--- config.mk ---
export PLATFORM = sky130hd
export DESIGN_NAME = pmsfc_ctrl
export DESIGN_NICKNAME = d
export VERILOG_FILES = /design/src/verilog/pmsfc_pkg.sv /design/src/verilog/pmsfc_ctrl.sv
export SDC_FILE = /design/constraint.sdc
export NUM_CORES = 1
export LEC_CHECK = 0
export ABC_AREA = 1
export BUFFER_PORTS_ARGS = -buffer_cell sky130_fd_sc_hd__buf_2
export CELL_PAD_IN_SITES_DETAIL_PLACEMENT = 1
export CELL_PAD_IN_SITES_GLOBAL_PLACEMENT = 2
export CORE_MARGIN = 10
export CORE_UTILIZATION = 36
export CTS_CLUSTER_DIAMETER = 60
export CTS_CLUSTER_SIZE = 24
export DETAILED_ROUTE_END_ITERATION = 10
export PLACE_DENSITY_LB_ADDON = 0.1
export SETUP_SLACK_MARGIN = 0.02
export SYNTH_ARGS = -nofsm -noshare
export SYNTH_HDL_FRONTEND = slang
export SYNTH_SLANG_ARGS = --single-unit
--- constraint.sdc ---
create_clock -name clk -period 3.21 [get_ports clk]
set_input_delay 0.4815 -clock clk [delete_from_list [all_inputs] [get_ports clk]]
set_output_delay 0.4815 -clock clk [all_outputs]
set_load 0.05 [all_outputs]
--- src/verilog/pmsfc_pkg.sv ---
// Purpose: Shared constants and types for the power-mode control block
// Assumes: 25 MHz system clock
// Notes: Register addresses are 7-bit serial-port addresses
package pmsfc_pkg;
	localparam logic [6:0] ADDR_CTRL = 7'h01;
	localparam logic [6:0] ADDR_EVENTS = 7'h0c;
	localparam logic [6:0] ADDR_MASK = 7'h0d;
	localparam logic [6:0] ADDR_KEY = 7'h10;
	localparam logic [6:0] ADDR_PROT_LO = 7'h11;
	localparam logic [6:0] ADDR_PROT_HI = 7'h27;
	localparam logic [6:0] ADDR_LAST = 7'h7f;
	localparam logic [7:0] KEY_FIRST = 8'hba;
	localparam logic [7:0] KEY_SECOND = 8'hbe;
	localparam logic [7:0] KEY_LOCKED = 8'h00;
	localparam logic [7:0] KEY_UNLOCKED = 8'h01;
	localparam logic [7:0] CTRL_RESET = 8'h00;
	localparam logic [7:0] MASK_RESET = 8'hdf;
	localparam logic [7:0] PROT_RESET = 8'h00;
	localparam int PROT_COUNT = 23;
	// Control bits
	localparam int CTRL_MIRROR_BIT = 0;
	localparam int CTRL_LED_BIT = 1;
	// Event bits
	localparam int EV_REG_FAULT = 0;
	localparam int EV_GATE_FAIL = 1;
	localparam int EV_LED_OVP = 2;
	localparam int EV_LS_FAIL = 3;
	localparam int EV_UVLO = 4;
	localparam int EV_TSD = 5;
	localparam int EV_SUPPLY_UV = 6;
	localparam int EV_COUNT = 7;
	// Interrupt re-assertion time after a read of a persisting fault
	localparam int REASSERT_US = 32;
	localparam int CLK_MHZ = 25;
	localparam int REASSERT_CYC = REASSERT_US * CLK_MHZ;
	localparam int REASSERT_W = 10;

	typedef enum logic [1:0] {
		PMSFC_OFF,
		PMSFC_STANDBY,
		PMSFC_MIRRORS_ONLY_STATE,
		PMSFC_MIRRORS_AND_LEDS_STATE
	} pmsfc_mode_t;

	typedef enum logic [1:0] {
		PMSFC_CMD,
		PMSFC_DATA
	} pmsfc_phase_t;

	typedef struct packed {
		logic regulator_fault;
		logic gate_rail_low;
		logic led_overvoltage;
		logic load_switch_low;
		logic input_uvlo;
		logic thermal_shutdown;
		logic supply_undervoltage;
	} pmsfc_faults_t;

	typedef struct packed {
		logic mirror_supply_on;
		logic led_supply_on;
		logic fast_discharge;
		logic internal_power_enable;
	} pmsfc_power_t;
endpackage : pmsfc_pkg

--- src/verilog/pmsfc_ctrl.sv ---
// Purpose: Serial register port, unlock, event flags and mode machine
// Assumes: Serial clock is sampled by clk, well below clk/4
// Notes: One byte of shift per transfer step; MSB first
// What this block does
// - Regulator fault sets flag, clears mirror enable, shuts mirrors and LEDs down.
// - Gate rail low sets flag and stops LED converter; it retries itself.
// - LED overvoltage sets its flag; the LED converter keeps running.
// - Load switch collapse fast-discharges rails; only project_on toggle revives.
// - Every event sets its flag and pulls interrupt low unless masked.
// - Reading event_flags clears fault bits and releases the interrupt pin.
// - Persisting faults keep the flag and re-pull interrupt within 32 us.
// - Masked events still set flags and act; masking only gates the pin.
// - With select high, data input ignored and data output high impedance.
// - Sample input on serial clock rise; shift output on its fall.
// - First byte is command: bit 7 write when set, low 7 bits address.
// - Address increments per data byte, wrapping 0x7f to 0x00.
// - Addresses 0x11 to 0x27 read normally but ignore writes when locked.
// - Stays unlocked while writes to 0x10 are 0xba, or 0xbe right after 0xba; any other value locks.
// - Unlock register reads 0x00 when locked and 0x01 when unlocked.
// - project_on low means OFF: all off, defaults, no serial, reset_out low.
// - STANDBY on project_on rise, mirror enable cleared, or fault.
// - Mirrors on with enable; LEDs also on only with led enable.
// - Mirror enable defaults 0 at project_on rise, writable, fault clears.
// - Fault is any event except load switch, gate rail low, or LED overvoltage.
// - UVLO raises its event, powers rails down, clears enable, standby.
// - Thermal shutdown disables mirror and LED rails and sets thermal_shutdown_flag.
`timescale 1ns/1ps
module pmsfc_ctrl (
	input wire logic clk,
	input wire logic rst,
	input wire logic project_on_input,
	input wire logic serial_clk,
	input wire logic serial_select_n,
	input wire logic serial_din,
	output logic serial_dout,
	output logic serial_dout_oe_n,
	output logic interrupt_out_o,
	output logic interrupt_out_oe_n,
	input wire pmsfc_pkg::pmsfc_faults_t fault_in,
	output pmsfc_pkg::pmsfc_power_t power_out,
	output logic reset_out,
	output pmsfc_pkg::pmsfc_mode_t mode_out
);
	import pmsfc_pkg::*;

	typedef struct packed {
		logic [1:0] pon_s;
		logic [1:0] sck_s;
		logic [1:0] csn_s;
		logic [1:0] din_s;
		logic pon_q;
		logic sck_q;
		pmsfc_phase_t phase;
		logic [2:0] bitcnt;
		logic [7:0] shift_in;
		logic [7:0] shift_out;
		logic write_op;
		logic [6:0] addr;
		logic key_armed;
		logic unlocked;
		logic [7:0] ctrl;
		logic [7:0] mask;
		logic [EV_COUNT-1:0] flags;
		logic [REASSERT_W-1:0] reassert_cnt;
		logic ls_latched;
		pmsfc_mode_t mode;
		logic dout;
		logic dout_oe_n;
		logic int_oe_n;
		pmsfc_power_t power;
		logic rst_out;
		logic [PROT_COUNT-1:0][7:0] prot;
	} pmsfc_state_t;

	pmsfc_state_t s_q;
	pmsfc_state_t s_d;
	logic [EV_COUNT-1:0] ev_now;
	logic [7:0] rd_data;
	logic fault_any;
	logic [7:0] wbyte;
	logic [6:0] prot_idx;
	logic [6:0] rd_addr;
	logic [6:0] rd_idx;

	assign ev_now = {fault_in.supply_undervoltage, fault_in.thermal_shutdown,
		fault_in.input_uvlo, fault_in.load_switch_low,
		fault_in.led_overvoltage, fault_in.gate_rail_low,
		fault_in.regulator_fault};
	// Load switch collapse is deliberately not part of this OR
	assign fault_any = fault_in.regulator_fault | fault_in.supply_undervoltage
		| fault_in.thermal_shutdown | fault_in.input_uvlo;
	assign prot_idx = s_q.addr - ADDR_PROT_LO;
	// Read data is fetched a byte ahead: commanded address, then address + 1
	assign rd_addr = (s_q.phase == PMSFC_CMD)
		? {s_q.shift_in[5:0], s_q.din_s[1]} : s_q.addr + 7'd1;
	assign rd_idx = rd_addr - ADDR_PROT_LO;

	always_comb
	begin
		rd_data = 8'h00;
		if (rd_addr == ADDR_CTRL)
			rd_data = s_q.ctrl;
		else if (rd_addr == ADDR_EVENTS)
			rd_data = {1'b0, s_q.flags};
		else if (rd_addr == ADDR_MASK)
			rd_data = s_q.mask;
		else if (rd_addr == ADDR_KEY)
			rd_data = s_q.unlocked ? KEY_UNLOCKED : KEY_LOCKED;
		else if (rd_addr >= ADDR_PROT_LO && rd_addr <= ADDR_PROT_HI)
			rd_data = s_q.prot[rd_idx[4:0]];
	end

	always_comb
	begin
		logic sck_rise;
		logic sck_fall;
		logic byte_done;
		logic pon_rise;
		logic ev_read;
		logic [EV_COUNT-1:0] setmask;
		sck_rise = 1'b0;
		sck_fall = 1'b0;
		byte_done = 1'b0;
		pon_rise = 1'b0;
		ev_read = 1'b0;
		setmask = '0;
		wbyte = 8'h00;
		s_d = s_q;
		s_d.pon_s = {s_q.pon_s[0], project_on_input};
		s_d.sck_s = {s_q.sck_s[0], serial_clk};
		s_d.csn_s = {s_q.csn_s[0], serial_select_n};
		s_d.din_s = {s_q.din_s[0], serial_din};
		s_d.pon_q = s_q.pon_s[1];
		s_d.sck_q = s_q.sck_s[1];
		sck_rise = s_q.sck_s[1] & ~s_q.sck_q;
		sck_fall = ~s_q.sck_s[1] & s_q.sck_q;
		pon_rise = s_q.pon_s[1] & ~s_q.pon_q;

		// Serial port; select high resets the frame and floats output
		if (s_q.csn_s[1] || s_q.mode == PMSFC_OFF)
		begin
			s_d.phase = PMSFC_CMD;
			s_d.bitcnt = 3'd0;
			s_d.dout_oe_n = 1'b1;
			s_d.dout = 1'b0;
		end
		else
		begin
			s_d.dout_oe_n = 1'b0;
			if (sck_rise)
			begin
				s_d.shift_in = {s_q.shift_in[6:0], s_q.din_s[1]};
				s_d.bitcnt = s_q.bitcnt + 3'd1;
				byte_done = (s_q.bitcnt == 3'd7);
				wbyte = {s_q.shift_in[6:0], s_q.din_s[1]};
			end
			if (sck_fall)
			begin
				s_d.dout = s_q.shift_out[7];
				s_d.shift_out = {s_q.shift_out[6:0], 1'b0};
			end
		end

		if (byte_done && s_q.phase == PMSFC_CMD)
		begin
			s_d.write_op = wbyte[7];
			s_d.addr = wbyte[6:0];
			s_d.phase = PMSFC_DATA;
		end
		else if (byte_done)
		begin
			// Wrap comes free from the 7-bit counter
			s_d.addr = s_q.addr + 7'd1;
			if (s_q.write_op)
			begin
				if (s_q.addr == ADDR_KEY)
				begin
					// Second key only counts right after the first
					s_d.unlocked = (s_q.key_armed && wbyte == KEY_SECOND)
						|| (s_q.unlocked && wbyte == KEY_FIRST);
					s_d.key_armed = (wbyte == KEY_FIRST);
				end
				else
				begin
					s_d.key_armed = 1'b0;
					if (s_q.addr == ADDR_CTRL)
						s_d.ctrl = wbyte;
					else if (s_q.addr == ADDR_MASK)
						s_d.mask = wbyte;
					else if (s_q.addr >= ADDR_PROT_LO
						&& s_q.addr <= ADDR_PROT_HI && s_q.unlocked)
						s_d.prot[prot_idx[4:0]] = wbyte;
				end
			end
			else
			begin
				s_d.key_armed = 1'b0;
				ev_read = (s_q.addr == ADDR_EVENTS);
			end
		end
		// Next read byte loads at command end and after every byte
		if (byte_done)
			s_d.shift_out = rd_data;

		// Event flags: masked events still latch
		setmask = ev_now;
		if (ev_read)
			s_d.flags = setmask;
		else
			s_d.flags = s_q.flags | setmask;
		// Pin released on read, re-pulled after the wait if still unmasked
		if (ev_read)
		begin
			s_d.int_oe_n = 1'b1;
			// Count plus the compare stage makes the wait REASSERT_CYC - 1 cycles, one short of the full wait
			s_d.reassert_cnt = REASSERT_W'(REASSERT_CYC - 2);
		end
		else if (s_q.reassert_cnt != '0)
		begin
			s_d.reassert_cnt = s_q.reassert_cnt - 1'b1;
			// A fresh unmasked event pulls at once; only old ones wait
			if (|(ev_now & ~s_q.flags & ~s_q.mask[EV_COUNT-1:0]))
				s_d.int_oe_n = 1'b0;
		end
		else
			s_d.int_oe_n = ~|(s_q.flags & ~s_q.mask[EV_COUNT-1:0]);

		// Faults clear the mirror enable; project_on rise restores default
		if (pon_rise)
			s_d.ctrl[CTRL_MIRROR_BIT] = 1'b0;
		if (fault_any)
			s_d.ctrl[CTRL_MIRROR_BIT] = 1'b0;
		if (fault_in.load_switch_low)
			s_d.ls_latched = 1'b1;
		if (pon_rise)
			s_d.ls_latched = 1'b0;

		// Mode machine
		case (s_q.mode)
			PMSFC_OFF:
				if (s_q.pon_s[1])
					s_d.mode = PMSFC_STANDBY;
			default:
				if (fault_any || !s_q.ctrl[CTRL_MIRROR_BIT] || s_q.ls_latched)
					s_d.mode = PMSFC_STANDBY;
				else if (s_q.ctrl[CTRL_LED_BIT])
					s_d.mode = PMSFC_MIRRORS_AND_LEDS_STATE;
				else
					s_d.mode = PMSFC_MIRRORS_ONLY_STATE;
		endcase
		if (!s_q.pon_s[1])
		begin
			// OFF wipes registers but keeps the synchronisers
			s_d.mode = PMSFC_OFF;
			s_d.ctrl = CTRL_RESET;
			s_d.mask = MASK_RESET;
			s_d.flags = '0;
			s_d.unlocked = 1'b0;
			s_d.key_armed = 1'b0;
			s_d.int_oe_n = 1'b1;
			s_d.reassert_cnt = '0;
			s_d.prot = '0;
		end

		s_d.power.mirror_supply_on = (s_q.mode == PMSFC_MIRRORS_ONLY_STATE
			|| s_q.mode == PMSFC_MIRRORS_AND_LEDS_STATE)
			&& !fault_any && !fault_in.load_switch_low
			&& !s_q.ls_latched;
		// Gate rail low stalls LED converter only while low, so it retries
		s_d.power.led_supply_on = (s_q.mode == PMSFC_MIRRORS_AND_LEDS_STATE)
			&& !fault_any && !fault_in.gate_rail_low
			&& !fault_in.load_switch_low && !s_q.ls_latched;
		s_d.power.fast_discharge = s_q.ls_latched || fault_in.load_switch_low;
		s_d.power.internal_power_enable = (s_q.mode != PMSFC_OFF);
		s_d.rst_out = (s_q.mode != PMSFC_OFF);
	end

	always_ff @(posedge clk)
	begin
		if (rst)
		begin
			s_q <= '0;
			s_q.phase <= PMSFC_CMD;
			s_q.mode <= PMSFC_OFF;
			s_q.mask <= MASK_RESET;
			s_q.dout_oe_n <= 1'b1;
			s_q.int_oe_n <= 1'b1;
			s_q.csn_s <= 2'b11;
		end
		else
			s_q <= s_d;
	end

	assign serial_dout = s_q.dout;
	assign serial_dout_oe_n = s_q.dout_oe_n;
	assign interrupt_out_o = 1'b0;
	assign interrupt_out_oe_n = s_q.int_oe_n;
	assign power_out = s_q.power;
	assign reset_out = s_q.rst_out;
	assign mode_out = s_q.mode;
endmodule : pmsfc_ctrl

==> out/qor.txt <==
outcome: complete, no violations
Final Max Slew Viols: 0
GR Overflow Total: 0
routed via count: 12265
Min-Delay Path Depth: 2
antenna viol nets, final: 0
synthesized net count: 1925
fillers: 4593
Max Freq: 346 MHz
synthesized area: 13300 um2
Post-synth ARST share: 0
Worst Hold Launch: serial_select_n
Largest stage delay, worst path: 340 ps
Seq cells post-synth: 266
max-cap viol count: 0
die area: 45000 um2
Post-CTS Setup Bufs: 0
Post-synth EDFFs: 0
CP Max Fanout: 37
worst path bufs/invs: 5
DR iter-0 viols: 698
vias in the first global route: 12269
largest net degree at the start of global routing: 198
Vias per Instance: 5.21
Avg Inst Size Synth: 6.99 um2
critical path's slowest cell: dfxtp_1
total CTS buffers: 34
FP Rows: 70
Final Hold Vio Count: 0
number of clock sinks: 266
pwr dens: 515 nW/um2
WHS Endpoint: s_d[264]
reg-to-reg slack, setup: 320 ps
core outline area: 36500 um2
CP delay by family, top: simple AND/OR/NAND/NOR gates
placer's final routability congestion estimate: 0.873
Max transition margin: 0.345
main flop type after synthesis: dfxtp_1
DP Worst Slack: 240 ps
setup repair after global routing missed its margin: no
Tot Pwr: 7650 uW
startpoint types: flop
terminus of the critical flop-to-flop path: s_q[240]
Tmin final: 2890 ps
setup_tns: 0 ps
crit path kind: flop to flop
Die Ht: 212 um
DRC Markers: 0
# diodes: 0
Nets: 1890
HPWL Detailed: 29.6 mm
clock skew: 19.9 ps
cell repeated most along the worst path: nand2_1
CP Capture Type: flop
Gate Count Post-Synth: 1899
CTS Hold Buffers Added: 0
Critical R2R Launch: s_q[230]
sequential element share of the synthesized area: 0.401
area delta synth->final: 11.9%
Final period util: 0.900
first-pass GRT wire length: 71.7 mm
Initial DRT Pass Iterations: 5
CTS Buffer Depth: 3
Critical Path AT: 3330 ps
post-route setup slack: 322 ps
Pleak: 0.00540 uW
Final setup viols: 0
critical-path cell list: inv_2 > ha_1 > inv_1 > nand2_1 > o21ai_4 > inv_1 > ha_2 > inv_2 > buf_12 > nand3_1 > nand2_1 > nand2_1 > nand2_1 > nand2_1 > nand3_1 > nand4_1 > nand2_1 > nand2_1 > nand2_1 > nand2_1 > a21oi_1
# port buffers: 22
r2r worst-path depth: 21
Netlist cell types: 51
initial antenna violation count: 0
initial core utilization: 0.363
CTS clk-pin slew, worst paths: 60 ps
share of post-route cells with drive strength above 1: 0.0991
class of the worst hold path: primary input to flop
Warnings, synthesis: 0
H-tree Lvls: 2
post_cts resized: 0
Clock Latency Late Sink: 520 ps
Worst Path Required: 3650 ps
WL final: 45.4 mm
# IOs: 24
Max rail drop VDD: 344 uV
Critical Path Stages: 21
Die Wd: 212 um
worst-margin pin slew: 983 ps
critical path startpoint: s_q[230]
CTS tree: yes
Routed WL per cell: 19.3 um
CTS root buf: clkbuf_16
gr usage total: 0.202
## cell usage in the layout, fill, tap and decap left out, drive strengths merged, types with 2 or more instances in the layout
| cell type | synthesis | layout |
|---|---|---|
| or2 | 5 | 5 |
| xnor2 | 3 | 3 |
| a31oi | 4 | 4 |
| nand4 | 19 | 19 |
| o211ai | 10 | 10 |
| bufinv | 0 | 3 |
| o22ai | 10 | 10 |
| a221oi | 2 | 2 |
| dfxtp | 266 | 266 |
| inv | 295 | 306 |
| o31ai | 2 | 2 |
| a21oi | 235 | 235 |
| clkinvlp | 0 | 2 |
| nand2 | 332 | 332 |
| clkinv | 2 | 5 |
| a211oi | 6 | 6 |
| nor2 | 72 | 72 |
| nand3 | 225 | 225 |
| ha | 13 | 13 |
| o21ai | 236 | 236 |
| nor3b | 2 | 2 |
| nor3 | 14 | 14 |
| nor4 | 7 | 7 |
| buf | 62 | 57 |
| xor2 | 2 | 2 |
| clkbuf | 66 | 40 |
## synth_stat cells, types with 8 or more instances
master    count  area share
nand3_1     204       0.077
inv_1       285       0.081
dfxtp_1     266        0.40
nand4_1      19      0.0090
o211ai_1     10      0.0057
nand3_4      10       0.013
buf_6        22       0.019
o21ai_1      54       0.020
ha_1         13       0.012
buf_4        16      0.0090
nor3_1       13      0.0049
nor2_1       62       0.018
a21oi_1     235       0.089
nand2_1     322       0.091
inv_2        10      0.0028
nand2_2       8      0.0038
buf_2        18      0.0068
nand3_2      11      0.0083
clkbuf_1     66       0.019
o22ai_1      10      0.0047
o21ai_0     181       0.068
## worst max-delay path by stage
stage / end
floorplan: s_q[243]
global placement: s_q[243]
detailed placement: s_q[240]
CTS: s_q[240]
global route: s_q[240]
finish: s_q[240]
## registers in the layout, indices dropped and copies added (netlist names)
signal              count
interrupt_out_oe_n      1
mode_out                2
power_out               3
reset_out               1
s_d                     6
s_q                   251
serial_dout             1
serial_dout_oe_n        1
## metrics by stage
| stage | util | cells | hold slack (ps) | cell area (um2) |
|---|---|---|---|---|
| 6_report | 0.407 | 2355 | 149 | 14900 |
| 5_1_grt | 0.407 | 2355 | 145 | 14900 |
| 4_1_cts | 0.407 | 2355 | 128 | 14900 |
| 3_5_place_dp | 0.374 | 2296 | 403 | 13700 |
| 3_3_place_gp | 0.374 | 2296 | 398 | 13700 |
| 2_1_floorplan | - | 1899 | 388 | 13300 |
## report_power, final
| part | internal, uW | total, uW | switching, uW |
|---|---|---|---|
| Combinational | 84.7 | 290 | 205 |
| Clock | 2410 | 4050 | 1640 |
| Sequential | 3310 | 3310 | 3.92 |
## kinds of logic after synthesis
group	after synthesis	synth area share
simple gates	679	0.244
compound gates	510	0.199
buf+inv	425	0.140
flops	266	0.401
fa+ha+maj	13	0.0123
xor+xnor	5	0.00387
other cells	1	0.000283
## routing by layer
layer	wire length [um]	global-route usage
met5	0	0
met4	961	0.0536
met3	1310	0.0215
met2	21000	0.329
met1	22100	0.276
## final cells by class
cell class,instances,area (um2),share of cell area
Sequential cell,266,5330,0.358
Clock inverter,19,233,0.0157
Tap cell,468,586,0.0394
Clock buffer,40,947,0.0637
Multi-Input combinational cell,1208,6140,0.413
Timing Repair Buffer,57,510,0.0344
Inverter,297,1110,0.0750
## worst reg2reg max path: cells and delay by family, from the launching register on
| family | cells | cell delay (ps) |
|---|---|---|
| AO/OA/AOI/OAI | 2 | 250 |
| adder cells (fa/ha/maj) | 2 | 610 |
| buffers and inverters | 5 | 530 |
| flip-flops | 1 | 340 |
| AND/OR/NAND/NOR | 12 | 1080 |
No activity file was read; power rests on OpenSTA's default activity.
